$ cat src/logic/fcm_cfg.svh
// Constants for the flash command and mode controller.
// Assumes a 50 MHz system clock and 32-bit CPU data path.
`ifndef FCM_CFG_SVH
`define FCM_CFG_SVH
`define FCM_CLK_MHZ 50
`define FCM_PROG_TIME_NS 2000
`define FCM_ERASE_TIME_NS 40000
`define FCM_PROT_TIME_NS 3000
`define FCM_EALL_TIME_NS 100000
`define FCM_BE_TMO_NS 50000
`define FCM_ADDR_W 19
`define FCM_NBLK 19
`define FCM_UNLOCK1_ADDR 19'h05554
`define FCM_UNLOCK2_ADDR 19'h0AAA8
`define FCM_D_UNLOCK1 8'hAA
`define FCM_D_UNLOCK2 8'h55
`define FCM_D_RESET 8'hF0
`define FCM_D_PROG 8'hA0
`define FCM_D_ERASE 8'h80
`define FCM_D_CHIP 8'h10
`define FCM_D_BLOCK 8'h30
`define FCM_ERASED 32'hFFFFFFFF
`define FCM_BLK32_LAST 5'h0E
`define FCM_BLK16_BASE 19'h78000
`define FCM_BLK8_BASE 19'h7C000
`define FCM_BLK4A_BASE 19'h7E000
`define FCM_BLK4B_BASE 19'h7F000
`define FCM_STAT_POLL 3
`define FCM_STAT_TOGGLE 2
`define FCM_STAT_FAIL 1
`define FCM_STAT_TMO 0
`endif

$ cat src/logic/fcm_pkg.sv
// Types shared by the flash command and mode controller.
// Assumes fcm_cfg.svh is available on the include path.
`include "fcm_cfg.svh"
package fcm_pkg;
    typedef enum logic [1:0] {fcm_read, fcm_embedded, fcm_locked} fcm_mode_t;
    typedef struct packed
    {
        logic wr;
        logic rd;
        logic [`FCM_ADDR_W-1:0] addr;
        logic [31:0] data;
    } fcm_cpu_req_t;
    typedef struct packed
    {
        logic we;
        logic [`FCM_ADDR_W-1:0] addr;
        logic [31:0] data;
    } fcm_arr_wr_t;
endpackage : fcm_pkg

$ cat src/logic/fcm_block_decode.sv
// Maps an array byte address onto one of nineteen erase blocks.
// Assumes the address is already within the array window.
`timescale 1ns/1ns
`default_nettype none
`include "fcm_cfg.svh"
module fcm_block_decode
    import fcm_pkg::*;
(
    input wire logic [`FCM_ADDR_W-1:0] i_addr,
    output logic [4:0] o_block
);
    // Fifteen 32K blocks, then 16K, 8K and two 4K blocks
    always_comb
    begin
        if (i_addr < `FCM_BLK16_BASE)
            o_block = {1'b0, i_addr[18:15]};
        else if (i_addr < `FCM_BLK8_BASE)
            o_block = 5'h0F;
        else if (i_addr < `FCM_BLK4A_BASE)
            o_block = 5'h10;
        else if (i_addr < `FCM_BLK4B_BASE)
            o_block = 5'h11;
        else
            o_block = 5'h12;
    end
endmodule : fcm_block_decode
`default_nettype wire

$ cat src/logic/fcm_ctrl.sv
// Command front end and mode control for the on-chip flash array.
// Assumes a single-cycle array read port and an array that reports failures.
`timescale 1ns/1ns
`default_nettype none
`include "fcm_cfg.svh"
module fcm_ctrl
    import fcm_pkg::*;
#(
    parameter int PROG_CYC = (`FCM_PROG_TIME_NS * `FCM_CLK_MHZ) / 1000,
    parameter int ERASE_CYC = (`FCM_ERASE_TIME_NS * `FCM_CLK_MHZ) / 1000,
    parameter int PROT_CYC = (`FCM_PROT_TIME_NS * `FCM_CLK_MHZ) / 1000,
    parameter int EALL_CYC = (`FCM_EALL_TIME_NS * `FCM_CLK_MHZ) / 1000,
    parameter int TMO_CYC = (`FCM_BE_TMO_NS * `FCM_CLK_MHZ) / 1000
)
(
    input wire logic i_clock,
    input wire logic i_rst,
    input wire fcm_cpu_req_t i_cpu,
    input wire logic [31:0] i_array_rdata,
    input wire logic i_array_fail,
    input wire logic [`FCM_NBLK-1:0] i_protect,
    input wire logic i_security_off,
    output logic [31:0] o_rdata,
    output logic o_rvalid,
    output fcm_arr_wr_t o_array_wr,
    output logic o_busy,
    output logic o_read_mode,
    output logic [3:0] o_status
);
    typedef enum logic [2:0] {st_idle, st_c1, st_c2, st_c3, st_c4, st_c5, st_tmo, st_run} fcm_seq_t;

    // Low command byte of a cycle
    function automatic logic [7:0] cmd_byte(input logic [31:0] d);
        cmd_byte = d[7:0];
    endfunction : cmd_byte

    // Cycle count of at least one, truncated to the counter width
    function automatic logic [22:0] cyc(input int n);
        cyc = (n < 1) ? 23'h000001 : n[22:0];
    endfunction : cyc

    fcm_mode_t mode, next_mode;
    fcm_seq_t seq, next_seq;
    logic [22:0] cnt, next_cnt;
    logic [`FCM_NBLK-1:0] sel, next_sel;
    logic erase_op, next_erase_op;
    logic fail, next_fail;
    logic toggle, next_toggle;
    logic [31:0] rdata, next_rdata;
    logic rvalid, next_rvalid;
    fcm_arr_wr_t awr, next_awr;
    logic [4:0] blk;
    logic [7:0] cb;
    logic is_reset_cmd;
    logic [`FCM_NBLK-1:0] eff_sel;

    fcm_block_decode u_decode
    (
        .i_addr(i_cpu.addr),
        .o_block(blk)
    );

    assign cb = cmd_byte(i_cpu.data);
    assign is_reset_cmd = i_cpu.wr && (cb == `FCM_D_RESET);
    // Protected blocks drop out unless security off forces all
    assign eff_sel = i_security_off ? {`FCM_NBLK{1'b1}} : (sel & ~i_protect);

    // Sequence decoder, embedded timer and mode in one group
    always_comb
    begin
        next_mode = mode;
        next_seq = seq;
        next_cnt = cnt;
        next_sel = sel;
        next_erase_op = erase_op;
        next_fail = fail;
        next_toggle = toggle;
        next_rdata = 32'h00000000;
        next_rvalid = 1'b0;
        next_awr = '0;
        if (i_cpu.rd)
        begin
            next_rvalid = 1'b1;
            if (mode == fcm_read)
                next_rdata = i_array_rdata;
            else
            begin
                // Status word in place of array data
                // Poll bit stays low while locked as well, so a failed run never reads as finished
                next_rdata = {28'h0000000, mode == fcm_read, toggle, fail, seq == st_tmo};
                next_toggle = ~toggle;
            end
        end
        unique case (seq)
            st_idle:
                if (i_cpu.wr && mode == fcm_locked)
                begin
                    if (is_reset_cmd)
                    begin
                        next_mode = fcm_read;
                        next_fail = 1'b0;
                    end
                end
                else if (i_cpu.wr && cb == `FCM_D_UNLOCK1 && i_cpu.addr == `FCM_UNLOCK1_ADDR)
                    next_seq = st_c1;
            st_c1:
                if (i_cpu.wr)
                    next_seq = (cb == `FCM_D_UNLOCK2 && i_cpu.addr == `FCM_UNLOCK2_ADDR) ? st_c2 : st_idle;
            st_c2:
                if (i_cpu.wr)
                begin
                    next_seq = st_idle;
                    if (cb == `FCM_D_PROG)
                        next_seq = st_c3;
                    else if (cb == `FCM_D_ERASE)
                        next_seq = st_c4;
                end
            st_c3:
                if (i_cpu.wr)
                begin
                    next_seq = st_idle;
                    // Fourth cycle carries the full word
                    if (!is_reset_cmd && i_cpu.addr[1:0] == 2'b00)
                    begin
                        next_sel = '0;
                        next_sel[blk] = 1'b1;
                        next_erase_op = 1'b0;
                        if (i_protect[blk] && !i_security_off)
                            next_cnt = cyc(PROT_CYC);
                        else
                        begin
                            next_cnt = cyc(PROG_CYC);
                            next_awr = '{we: 1'b1, addr: i_cpu.addr, data: i_cpu.data};
                        end
                        next_seq = st_run;
                        next_mode = fcm_embedded;
                    end
                end
            st_c4:
                if (i_cpu.wr)
                    next_seq = (cb == `FCM_D_UNLOCK1) ? st_c5 : st_idle;
            st_c5:
                if (i_cpu.wr)
                begin
                    next_seq = st_idle;
                    next_erase_op = 1'b1;
                    next_mode = fcm_embedded;
                    if (cb == `FCM_D_CHIP)
                    begin
                        next_sel = {`FCM_NBLK{1'b1}};
                        next_cnt = cyc(EALL_CYC);
                        next_seq = st_run;
                    end
                    else if (cb == `FCM_D_BLOCK)
                    begin
                        next_sel = '0;
                        next_sel[blk] = 1'b1;
                        next_cnt = cyc(TMO_CYC);
                        next_seq = st_tmo;
                    end
                    else
                        next_mode = fcm_read;
                end
            st_tmo:
            begin
                // More blocks may join before the timeout runs out
                if (i_cpu.wr && cb == `FCM_D_BLOCK)
                begin
                    next_sel[blk] = 1'b1;
                    next_cnt = cyc(TMO_CYC);
                end
                else if (i_cpu.wr)
                begin
                    next_seq = st_idle;
                    next_mode = fcm_read;
                end
                else if (cnt == 23'h000001)
                begin
                    next_seq = st_run;
                    next_cnt = (eff_sel == '0) ? cyc(EALL_CYC) : cyc(ERASE_CYC);
                end
                else
                    next_cnt = cnt - 23'h000001;
            end
            st_run:
            begin
                // Timed internally, writes ignored meanwhile
                if (erase_op && i_array_fail)
                    next_fail = 1'b1;
                if (!erase_op && i_array_fail)
                    next_fail = 1'b1;
                if (cnt == 23'h000001)
                begin
                    next_seq = st_idle;
                    if (next_fail)
                        next_mode = fcm_locked;
                    else
                        next_mode = fcm_read;
                end
                else
                    next_cnt = cnt - 23'h000001;
                // Erased word goes out one cycle before the end so it lands while still busy;
                // a run of a single cycle therefore writes nothing
                if (erase_op && eff_sel != '0 && cnt == 23'h000002 && !next_fail)
                    next_awr = '{we: 1'b1, addr: '0, data: `FCM_ERASED};
            end
        endcase
    end

    // Synchronous chip reset forces read mode at once
    always_ff @(posedge i_clock)
    begin
        if (i_rst)
        begin
            mode <= fcm_read;
            seq <= st_idle;
            cnt <= 23'h000000;
            sel <= '0;
            erase_op <= 1'b0;
            fail <= 1'b0;
            toggle <= 1'b0;
            rdata <= 32'h00000000;
            rvalid <= 1'b0;
            awr <= '0;
        end
        else
        begin
            mode <= next_mode;
            seq <= next_seq;
            cnt <= next_cnt;
            sel <= next_sel;
            erase_op <= next_erase_op;
            fail <= next_fail;
            toggle <= next_toggle;
            rdata <= next_rdata;
            rvalid <= next_rvalid;
            awr <= next_awr;
        end
    end

    // Registered status outputs, all from flip-flops
    logic busy, next_busy;
    logic read_mode, next_read_mode;
    logic [3:0] stat, next_stat;
    always_comb
    begin
        next_busy = (next_mode != fcm_read);
        next_read_mode = (next_mode == fcm_read);
        next_stat = {next_mode == fcm_read, next_toggle, next_fail, next_seq == st_tmo};
    end
    always_ff @(posedge i_clock)
    begin
        if (i_rst)
        begin
            busy <= 1'b0;
            read_mode <= 1'b1;
            stat <= 4'h8;
        end
        else
        begin
            busy <= next_busy;
            read_mode <= next_read_mode;
            stat <= next_stat;
        end
    end

    assign o_rdata = rdata;
    assign o_rvalid = rvalid;
    assign o_array_wr = awr;
    assign o_busy = busy;
    assign o_read_mode = read_mode;
    assign o_status = stat;
endmodule : fcm_ctrl
`default_nettype wire

$ cat config.mk
export PLATFORM = sky130hd
export DESIGN_NAME = fcm_ctrl
export DESIGN_NICKNAME = d
export VERILOG_FILES = /design/src/logic/fcm_pkg.sv /design/src/logic/fcm_block_decode.sv /design/src/logic/fcm_ctrl.sv
export VERILOG_INCLUDE_DIRS = /design/src /design/src/logic
export SDC_FILE = /design/constraint.sdc
export NUM_CORES = 1
export LEC_CHECK = 0
export BUFFER_PORTS_ARGS = -buffer_cell sky130_fd_sc_hd__buf_2
export CAP_MARGIN = 25
export CORE_MARGIN = 2
export CORE_UTILIZATION = 51
export DETAILED_ROUTE_END_ITERATION = 7
export GPL_TIMING_DRIVEN = 0
export PLACE_DENSITY = 0.85
export SLEW_MARGIN = 10
export SYNTH_ARGS = -nofsm -noshare
export SYNTH_HDL_FRONTEND = slang
export SYNTH_HIERARCHICAL = 1
export SYNTH_SLANG_ARGS = --single-unit
$ cat constraint.sdc
create_clock -name i_clock -period 3.7 [get_ports i_clock]
set_input_delay 0.555 -clock i_clock [delete_from_list [all_inputs] [get_ports i_clock]]
set_output_delay 0.555 -clock i_clock [all_outputs]
set_load 0.05 [all_outputs]
* After elaboration in Yosys (flattened, before gate mapping)
Index checks and enable logic that the tools add are counted.
** Cells by class
- Bitwise logic cells :: 6
- $lt $le $gt $ge :: 6
- Reductions and logical operators :: 33
- Eq/ne operators :: 27
- Multiplexer cells :: 78
- Add/sub/neg operators :: 1
** Operator list (count)
- $mux W52 :: 4
- $mux W23 :: 9
- $mux W19 :: 7
- $pmux W52 S2 :: 1
- $pmux W23 S4 :: 1
- $lt A19 B19 Y1 const B :: 4
- $pmux W19 S3 :: 1
- $mux W3 :: 18
- $eq A8 B8 Y1 const B :: 4
- $pmux W3 S8 :: 1
- $eq A23 B1 Y1 const B :: 1
- $eq A23 B2 Y1 const B :: 1
- $sub A23 B1 Y23 const B :: 1
- $mux W2 :: 11
- $and A19 B19 Y19 :: 1
- $eq A19 B15 Y1 const B :: 1
- $eq A19 B16 Y1 const B :: 1
- $logic_not A19 Y1 :: 1
- $not A19 Y19 :: 1
- $or A19 B19 Y19 :: 1
- $reduce_bool A19 Y1 :: 1
- $eq A3 B3 Y1 const B :: 5
- $mux W1 :: 15
- $mux W5 :: 3
- other kinds (31) :: 57
** Word-level totals
- Output and inout bits :: 91
- Bits in registers :: 141
- Logic and storage cells :: 167

* Longest topological paths before layout
Gate-level depths: netlist of run 1.
- Depth after elaboration :: 13
- Gate-level depth with buffers :: 11

* By module
The synthesis of run 1 kept the hierarchy.
** By module, submodules not included
- fcm_ctrl :: cells an instance 661, instances 1, area an instance 5960.7 um^2
- fcm_block_decode :: cells an instance 9, instances 1, area an instance 60.1 um^2

* Least setup slack after synthesis of run 1
OpenSTA, ideal clock, no wires.
- Path kind :: input-to-reg
- From :: in i_cpu[48] (netlist name)
- To :: reg awr (netlist bit o_array_wr[51])
- Arrival time :: 2.757 ns
- Library setup time :: 0.123 ns
- Stages :: 10
- Setup slack :: 0.820 ns
- Path through :: and4_4 > a21boi_0 > and3b_1 > buf_1 > a22oi_1 > a211o_1 > o2111ai_1 > nor3_2 > buf_2 > or2_2
** RTL lines
- start, declared :: RTL line fcm_ctrl.sv:18 : input wire fcm_cpu_req_t i_cpu,
- $lt A19 B19 Y1 (no line)
- $mux W5 :: RTL line fcm_block_decode.sv:17 : else if (i_addr < `FCM_BLK8_BASE)
- $mux W5 (*) :: RTL line fcm_block_decode.sv:15 : if (i_addr < `FCM_BLK16_BASE)
- via blk[3] :: RTL line fcm_ctrl.sv:52 : logic [4:0] blk;
- $bmux W1 S5 (*) :: RTL line fcm_ctrl.sv:128 : if (i_protect[blk] && !i_security_off)
- $mux W1 (not written as such) (*) :: RTL line fcm_ctrl.sv:128
- $logic_and A1 B1 Y1 (*) :: RTL line fcm_ctrl.sv:128
- $mux W52 (*) :: RTL line fcm_ctrl.sv:128
- $mux W52 (*) :: RTL line fcm_ctrl.sv:123 : if (!is_reset_cmd && i_cpu.addr[1:0] == 2'b00)
- $mux W52 (*) :: RTL line fcm_ctrl.sv:119 : if (i_cpu.wr)
- $pmux W52 S2 (*) :: RTL line fcm_ctrl.sv:94 : unique case (seq)
- end signal, assigned :: RTL line fcm_ctrl.sv:237 : awr <= next_awr;
- end, declared :: RTL line fcm_ctrl.sv:51 : fcm_arr_wr_t awr, next_awr;
The timed path passes the listed nets; every way through them passes the cells marked *. The select of a mux whose other input is x is not followed.
A chain may end at the register's enable or synchronous reset.

* Worst setup path after layout of run 1
- From :: in i_cpu[46] (netlist name)
- To :: reg awr (netlist bit o_array_wr[41])
** On the way
- Cells in the longest elaborated chain, start to end :: 12
** RTL lines
- $lt A19 B19 Y1 (no line)
- $mux W2 :: RTL line fcm_block_decode.sv:21 : else if (i_addr < `FCM_BLK4B_BASE)
- $mux W5 :: RTL line fcm_block_decode.sv:19 : else if (i_addr < `FCM_BLK4A_BASE)
- $mux W5 :: RTL line fcm_block_decode.sv:17
- $mux W5 (*) :: RTL line fcm_block_decode.sv:15
- via blk[1] :: RTL line fcm_ctrl.sv:52
- $bmux W1 S5 (*) :: RTL line fcm_ctrl.sv:128
- $mux W1 (not written as such) (*) :: RTL line fcm_ctrl.sv:128
- $logic_and A1 B1 Y1 (*) :: RTL line fcm_ctrl.sv:128
- $mux W52 (*) :: RTL line fcm_ctrl.sv:128
- $mux W52 (*) :: RTL line fcm_ctrl.sv:123
- $mux W52 (*) :: RTL line fcm_ctrl.sv:119
- $pmux W52 S2 (*) :: RTL line fcm_ctrl.sv:94
Marks and branches as above.

==> impl_metrics.json, run 1 <==
{
  "status": "complete, no violations",
  "synth_area_leaders": "dfxtp_1, and2_1, a21o_1, a21oi_1, nand2_1",
  "cts.path.max_buffers": 2,
  "clk_pin_slew_ns": 0.07,
  "synthArstFlopShare_pct": 0,
  "grt_pass1_wl_um": 28700,
  "area_growth_pct": 29.5,
  "core_area_sq_um": 11500,
  "synth_ff_type": "dfxtp_1",
  "root_buffer": "clkbuf_16",
  "irDropWorstVdd_mv": 0.331,
  "maxSlewHeadroom_pct": 35.1,
  "placed_cells": 1012,
  "yosysTopAreaCell": "dfxtp_1",
  "final_common_cell": "buf_2",
  "crit_required_ns": 4.05,
  "fmax_mhz": 295,
  "crit_path_frequent_cell": "clkbuf_1",
  "clk_latency_ns": 0.42,
  "syn_area_per_cell_sq_um": 8.99,
  "drive_above_1_share_pct": 29.4,
  "ant_nets": 0,
  "synth_area_sq_um": 6020,
  "synth-edff-count": 0,
  "wire_per_inst_um": 17.6,
  "row_count": 39,
  "grt_max_degree": 17,
  "htree_num_levels": 4,
  "min_period_ns": 3.39,
  "yosys_warnings": 6,
  "mostFrequentLayoutCells": "buf_2, dfxtp_1, nand2_1",
  "cts_tree": "done",
  "ys_types": 75,
  "final_cells": 1044,
  "nNetsFinal": 999,
  "maxSlewViolCount": 0,
  "timing.hold.ws_ns": 0.321,
  "grt_setup_unrepaired": "no",
  "dp_slack_ns": -0.106,
  "cts_buffers": 17,
  "timing.final.crit_share_pct": 91.5,
  "drc": 0,
  "pwr_density_cell_nw_per_um2": 447,
  "setup_slack_ns": 0.313,
  "crit_type": "in -> reg",
  "overflow": 0,
  "fp.dieH_um": 113,
  "via_count": 6088,
  "final_hold_viol_count": 0,
  "cap_violations": 0,
  "netlist_instances": 670,
  "finalClockSkew_ns": 0.00846,
  "antenna_found_initial": 0,
  "cpMaxStageDelayCell": "nor3_2",
  "dpl.hpwl_um": 13400,
  "drt_pass1_iterations": 7,
  "holdBufCountCts": 0,
  "cts_setup_buffers": 0,
  "leakagePower_nw": 3.72,
  "routed_wl_um": 18400,
  "path_cells": "buf_2 -> and4_4 -> a31oi_1 -> clkbuf_1 -> clkbuf_1 -> mux4_2 -> a22oi_1 -> o2111ai_1 -> nor3_2 -> clkbuf_1 -> and2_1",
  "synth_top_area_share_pct": 45.9,
  "vias_per_cell": 5.83,
  "track_usage_pct": 28.4,
  "arrival_ns": 3.74,
  "hp-class": "in -> reg",
  "worstPathMaxFanout": 10,
  "setup_viol_count_final": 0,
  "start_util_pct": 52.5,
  "cp-end-kind": "register",
  "finalSetupTns_ns": 0,
  "drtIter0Drc": 557,
  "die_x_um": 113,
  "multi_input_area_sq_um": 3010,
  "n_fill_cell": 898,
  "io_buffers": 198,
  "synth-seq-cells": 138,
  "die_area_sq_um": 12700,
  "first_global_vias": 5726,
  "worst_pin_slew_ns": 0.966,
  "cts.sinks": 138,
  "seq_area_frac_synth_pct": 45.9,
  "final-seq-area_sq_um": 2760,
  "io_pins": 199,
  "critical-path-max-stage-delay_ns": 0.51,
  "antennaDiodeCount": 0,
  "worstSetupStartpointType": "primary input",
  "routabilityCongestion": 0.949
}
==> through the flow <==
stage | power (mW) | utilization (%) | cell area, sq um
after floorplan | 1.67 | - | 6020
after global placement | 1.78 | 62.7 | 7190
after detailed placement | 1.78 | 62.7 | 7190
after CTS | 3.49 | 68.0 | 7800
after global routing | 3.59 | 68.0 | 7800
final | 3.49 | 68.0 | 7800
==> where the power goes <==
group          internal (mW)  total [mW]  switching (mW)
clock network           1.02        1.73           0.715
registers               1.50        1.51         0.00398
logic                 0.0893       0.249           0.159
total                   2.61        3.49           0.878
==> Yosys cell counts (all sizes together), types with 3 or more instances <==
master   count
a211oi       5
clkbuf      26
nor2b       12
o2bb2ai      6
or3         13
nor4        11
a21oi       42
buf         13
ha           3
a21o        38
nor4bb       6
xnor2        3
nand2       51
o41ai        3
and2        50
a22oi        3
xor2         5
o32ai        3
a21boi       3
nor4b        6
nand4        7
o22ai        4
nand3b       3
and4         3
o31ai        6
o2111ai      5
o21ai       40
dfxtp      138
a211o        3
a31oi       10
or4         10
nor2        34
mux2         4
nand3       10
inv         20
or2          7
nand2b      12
nor3        17
==> path summary, 6_finish.rpt <==
path	from	endpoint	slack, ns	cells past startpoint
worst min-delay path	i_cpu[18]	o_array_wr[18]$_SDFF_PP0_	0.32	2
worst min register to register	sel[11]$_SDFFE_PP0P_	sel[11]$_SDFFE_PP0P_	0.45	2
worst max register to register	seq[2]$_SDFF_PP0_	o_array_wr[8]$_SDFF_PP0_	0.64	7
worst max-delay path	i_cpu[46]	o_array_wr[41]$_SDFF_PP0_	0.31	11
==> what timing repair did <==
item	in CTS	in global routing
hold endpoints to repair	0	0
endpoints found under the setup margin	0	11
gates resized for setup	0	1
==> critical path: cells and delay by family <==
family / cells / cell delay, ns
mux: 1 / 0.36
compound gates: 3 / 0.70
buf+inv: 4 / 1.20
simple gates: 3 / 0.92
==> cells by family (layout without fill, tap and decap cells) <==
kind of cell | count (synthesis) | count (layout) | share of synthesized area (%)
simple gates | 261 | 261 | 25.1
compound gates | 192 | 192 | 21.2
flops | 138 | 138 | 45.9
buf+inv | 59 | 289 | 4.11
xor+xnor | 8 | 8 | 1.16
mux | 8 | 8 | 1.83
fa+ha+maj | 3 | 3 | 0.624
other cells | 1 | 2 | 0.0623
==> area by class of cell <==
cell class,instances,area share (%)
well taps,143,2.29
multi-input cells,474,38.6
clock inverters,15,2.29
inverters,20,0.963
flip-flops and latches,138,35.4
clock buffers,17,5.45
repair buffers,198,12.7
plain buffers,39,2.21
==> metal layers <==
layer,routed length [um],global-route usage (%),vias to the layer above
li1,-,-,2863
met1,7120,33.5,2823
met2,9150,48.8,340
met3,1530,7.18,62
met4,595,12.4,0
met5,0,0,-
==> flip-flops by register name, summed over array words and instances, names as in the netlist <==
name / flops
mode: 2
erase_op: 1
o_status: 3
cnt: 23
o_array_wr: 52
o_read_mode: 1
seq: 3
sel: 19
o_busy: 1
o_rdata: 32
o_rvalid: 1
Power figures use the tool's default switching activity.
==> run 2: changes to the inputs <==
--- a/config.mk
+++ b/config.mk
@@ -6,13 +6,14 @@
 export SDC_FILE = /design/constraint.sdc
 export NUM_CORES = 1
 export LEC_CHECK = 0
+export ABC_AREA = 1
 export BUFFER_PORTS_ARGS = -buffer_cell sky130_fd_sc_hd__buf_2
 export CAP_MARGIN = 25
 export CORE_MARGIN = 2
-export CORE_UTILIZATION = 51
+export CORE_UTILIZATION = 52
 export DETAILED_ROUTE_END_ITERATION = 7
 export GPL_TIMING_DRIVEN = 0
-export PLACE_DENSITY = 0.85
+export PLACE_DENSITY = 0.86
 export SLEW_MARGIN = 10
 export SYNTH_ARGS = -nofsm -noshare
 export SYNTH_HDL_FRONTEND = slang
==> impl_metrics.json, run 2 <==
{
  "switchingPower_mw": 0.898,
  "arrival_ns": 2.79,
  "worstPathMaxFanout": 10,
  "irDropWorstVdd_mv": 0.254,
  "synth_top_area_share_pct": 42.4,
  "cts_tree": "done",
  "drc": 0,
  "start_util_pct": 53.9,
  "r2r_start": "cnt[8]$_SDFFE_PP0P_",
  "grt_pass1_wl_um": 28700,
  "path_cells": "buf_2 -> nand2_1 -> nor2_4 -> a21boi_0 -> inv_1 -> nor3_1 -> nand2_1 -> nand2_1 -> nor2_1 -> nand2_1 -> nand2_1 -> nand2_1 -> nand2_1 -> nand2_2 -> buf_2 -> a21oi_1",
  "via_count": 6982,
  "seq_area_frac_synth_pct": 42.4,
  "n_fill_cell": 1000,
  "crit_type": "in -> reg",
  "first_global_vias": 6219,
  "fmax_mhz": 398,
  "worst_pin_slew_ns": 0.625,
  "synth-edff-count": 0,
  "clock_power_share_pct": 49.4,
  "synth_area_sq_um": 6520,
  "synth_area_leaders": "dfxtp_1, nand2_1, inv_1, nor2_1, a21oi_1",
  "finalClockSkew_ns": 0.0118,
  "cts.path.max_buffers": 2,
  "min_period_ns": 2.51,
  "netlist_instances": 965,
  "track_usage_pct": 26.9,
  "row_count": 40,
  "crit_path_frequent_cell": "nand2_1",
  "overflow": 0,
  "fp.dieH_um": 116,
  "maxSlewViolCount": 0,
  "cts_resized": 0,
  "holdBufCountCts": 0,
  "dpl.hpwl_um": 13800,
  "final_hold_viol_count": 0,
  "clk_pin_slew_ns": 0.06,
  "cpMaxStageDelayCell": "nor3_1",
  "grt_max_degree": 17,
  "timing.final.crit_share_pct": 67.9,
  "vias_per_cell": 5.13,
  "root_buffer": "clkbuf_16",
  "drive_above_1_share_pct": 22.9,
  "antennaDiodeCount": 0,
  "top_layer_used": "met4",
  "drt_pass1_iterations": 5,
  "cp-endpoint": "o_array_wr[12]$_SDFF_PP0_",
  "mostFrequentLayoutCells": "nand2_1, buf_2, inv_1",
  "die_area_sq_um": 13500,
  "largest_reg_flops": 52,
  "cts_setup_buffers": 0,
  "hp-class": "in -> reg",
  "die_x_um": 116,
  "area_growth_pct": 27.6,
  "io_buffers": 196,
  "yosysTopAreaCell": "dfxtp_1",
  "crit_required_ns": 3.98,
  "finalSetupTns_ns": 0,
  "antenna_found_initial": 0,
  "grt_setup_unrepaired": "no",
  "cp-end-kind": "register",
  "cellInternalPower_mw": 2.61,
  "swShare_pct": 25.6,
  "final_common_cell": "nand2_1",
  "startpoint": "i_cpu[47]",
  "maxSlewHeadroom_pct": 58.4,
  "routed_wl_um": 18500,
  "cap_violations": 0,
  "htree_num_levels": 4,
  "core_area_sq_um": 12100,
  "yosysMostFrequentCell": "nand2_1",
  "drtIter0Drc": 722,
  "critical-path-max-stage-delay_ns": 0.33,
  "cts_buffers": 17,
  "cts.sinks": 138,
  "leakagePower_nw": 4.41,
  "p_comb_share_pct": 7.7,
  "routabilityCongestion": 0.991,
  "wire_per_inst_um": 13.6,
  "reg2regPathDepth": 12,
  "rrSetupSlack_ns": 1.52,
  "clk_latency_ns": 0.42,
  "syn_area_per_cell_sq_um": 6.76,
  "status": "complete, no violations",
  "wl_met1_um": 7320,
  "synth-seq-cells": 138,
  "nNetsFinal": 1292,
  "ant_nets": 0,
  "ys_top_cells_by_count": "nand2_1, inv_1, dfxtp_1, nor2_1, a21oi_1",
  "yosys_warnings": 6,
  "timing.hold.ws_ns": 0.342,
  "pwr-share-seq_pct": 42.9,
  "synth_ff_type": "dfxtp_1",
  "wl_met3_um": 1460,
  "pwr_density_cell_nw_per_um2": 421,
  "r2r_end": "cnt[4]$_SDFFE_PP0P_",
  "setup_viol_count_final": 0,
  "synthArstFlopShare_pct": 0,
  "io_pins": 199,
  "worstSetupStartpointType": "primary input",
  "ys_types": 40,
  "met2WireLength_um": 9170
}
==> run 2: power by group through the flow <==
| stage | Combinational (mW) | Sequential, mW | Clock [mW] |
|---|---|---|---|
| 3_3_place_gp | 0.260 | 1.54 | 0 |
| 2_1_floorplan | 0.0958 | 1.60 | 0 |
| 3_5_place_dp | 0.264 | 1.54 | 0 |
| 6_report | 0.270 | 1.50 | 1.73 |
| 4_1_cts | 0.267 | 1.50 | 1.74 |
| 5_1_grt | 0.294 | 1.51 | 1.81 |
==> run 2: routing by layer <==
layer	GRT usage, %	vias to the layer above
li1	-	3449
met1	31.4	3116
met2	47.6	358
met3	6.54	59
met4	10.5	0
met5	0	-
==> run 2: cell families (layout without fill, tap and decap cells) <==
group | count (synthesis) | after routing | synth area share [%]
other cells | 1 | 2 | 0.0575
compound gates | 134 | 134 | 10.9
fa+ha+maj | 3 | 3 | 0.576
flops | 138 | 138 | 42.4
xor+xnor | 9 | 9 | 1.21
simple gates | 475 | 475 | 32.4
buf+inv | 205 | 433 | 12.5
==> run 2: final cells by class <==
class | instances | area, sq um | area share (%)
multi-input cells | 623 | 2950 | 35.4
flip-flops and latches | 138 | 2760 | 33.2
repair buffers | 196 | 981 | 11.8
inverters | 175 | 659 | 7.92
clock buffers | 17 | 425 | 5.11
well taps | 168 | 210 | 2.53
clock inverters | 15 | 181 | 2.18
plain buffers | 30 | 158 | 1.89
==> run 2: stage by stage <==
step	std cells	utilization [%]	cell area [sq um]	total power [mW]	setup WS, ns
2_1_floorplan	966	-	6530	1.69	1.45
3_3_place_gp	1330	63.7	7720	1.80	0.848
3_5_place_dp	1330	63.7	7720	1.80	0.811
4_1_cts	1362	68.7	8320	3.51	1.22
5_1_grt	1362	68.7	8320	3.61	0.895
6_report	1362	68.7	8320	3.51	1.19
==> run 2: worst min-delay path by stage <==
stage,startpoint,cells after the start,slack [ns],to
2_1_floorplan,erase_op$_SDFFE_PP0P_,2,0.44,erase_op$_SDFFE_PP0P_
3_3_place_gp,sel[9]$_SDFFE_PP0P_,2,0.45,sel[9]$_SDFFE_PP0P_
3_5_place_dp,sel[5]$_SDFFE_PP0P_,2,0.46,sel[5]$_SDFFE_PP0P_
4_1_cts,i_array_rdata[22],3,0.34,o_rdata[22]$_SDFF_PP0_
5_1_grt,i_array_rdata[23],3,0.34,o_rdata[23]$_SDFF_PP0_
6_report,i_array_rdata[23],3,0.34,o_rdata[23]$_SDFF_PP0_
==> run 2: worst max-delay path, delay by kind of cell <==
family                 cells  cell delay (ns)
AO/OA/AOI/OAI              2             0.37
AND/OR/NAND/NOR           11             1.38
buffers and inverters      3             0.48
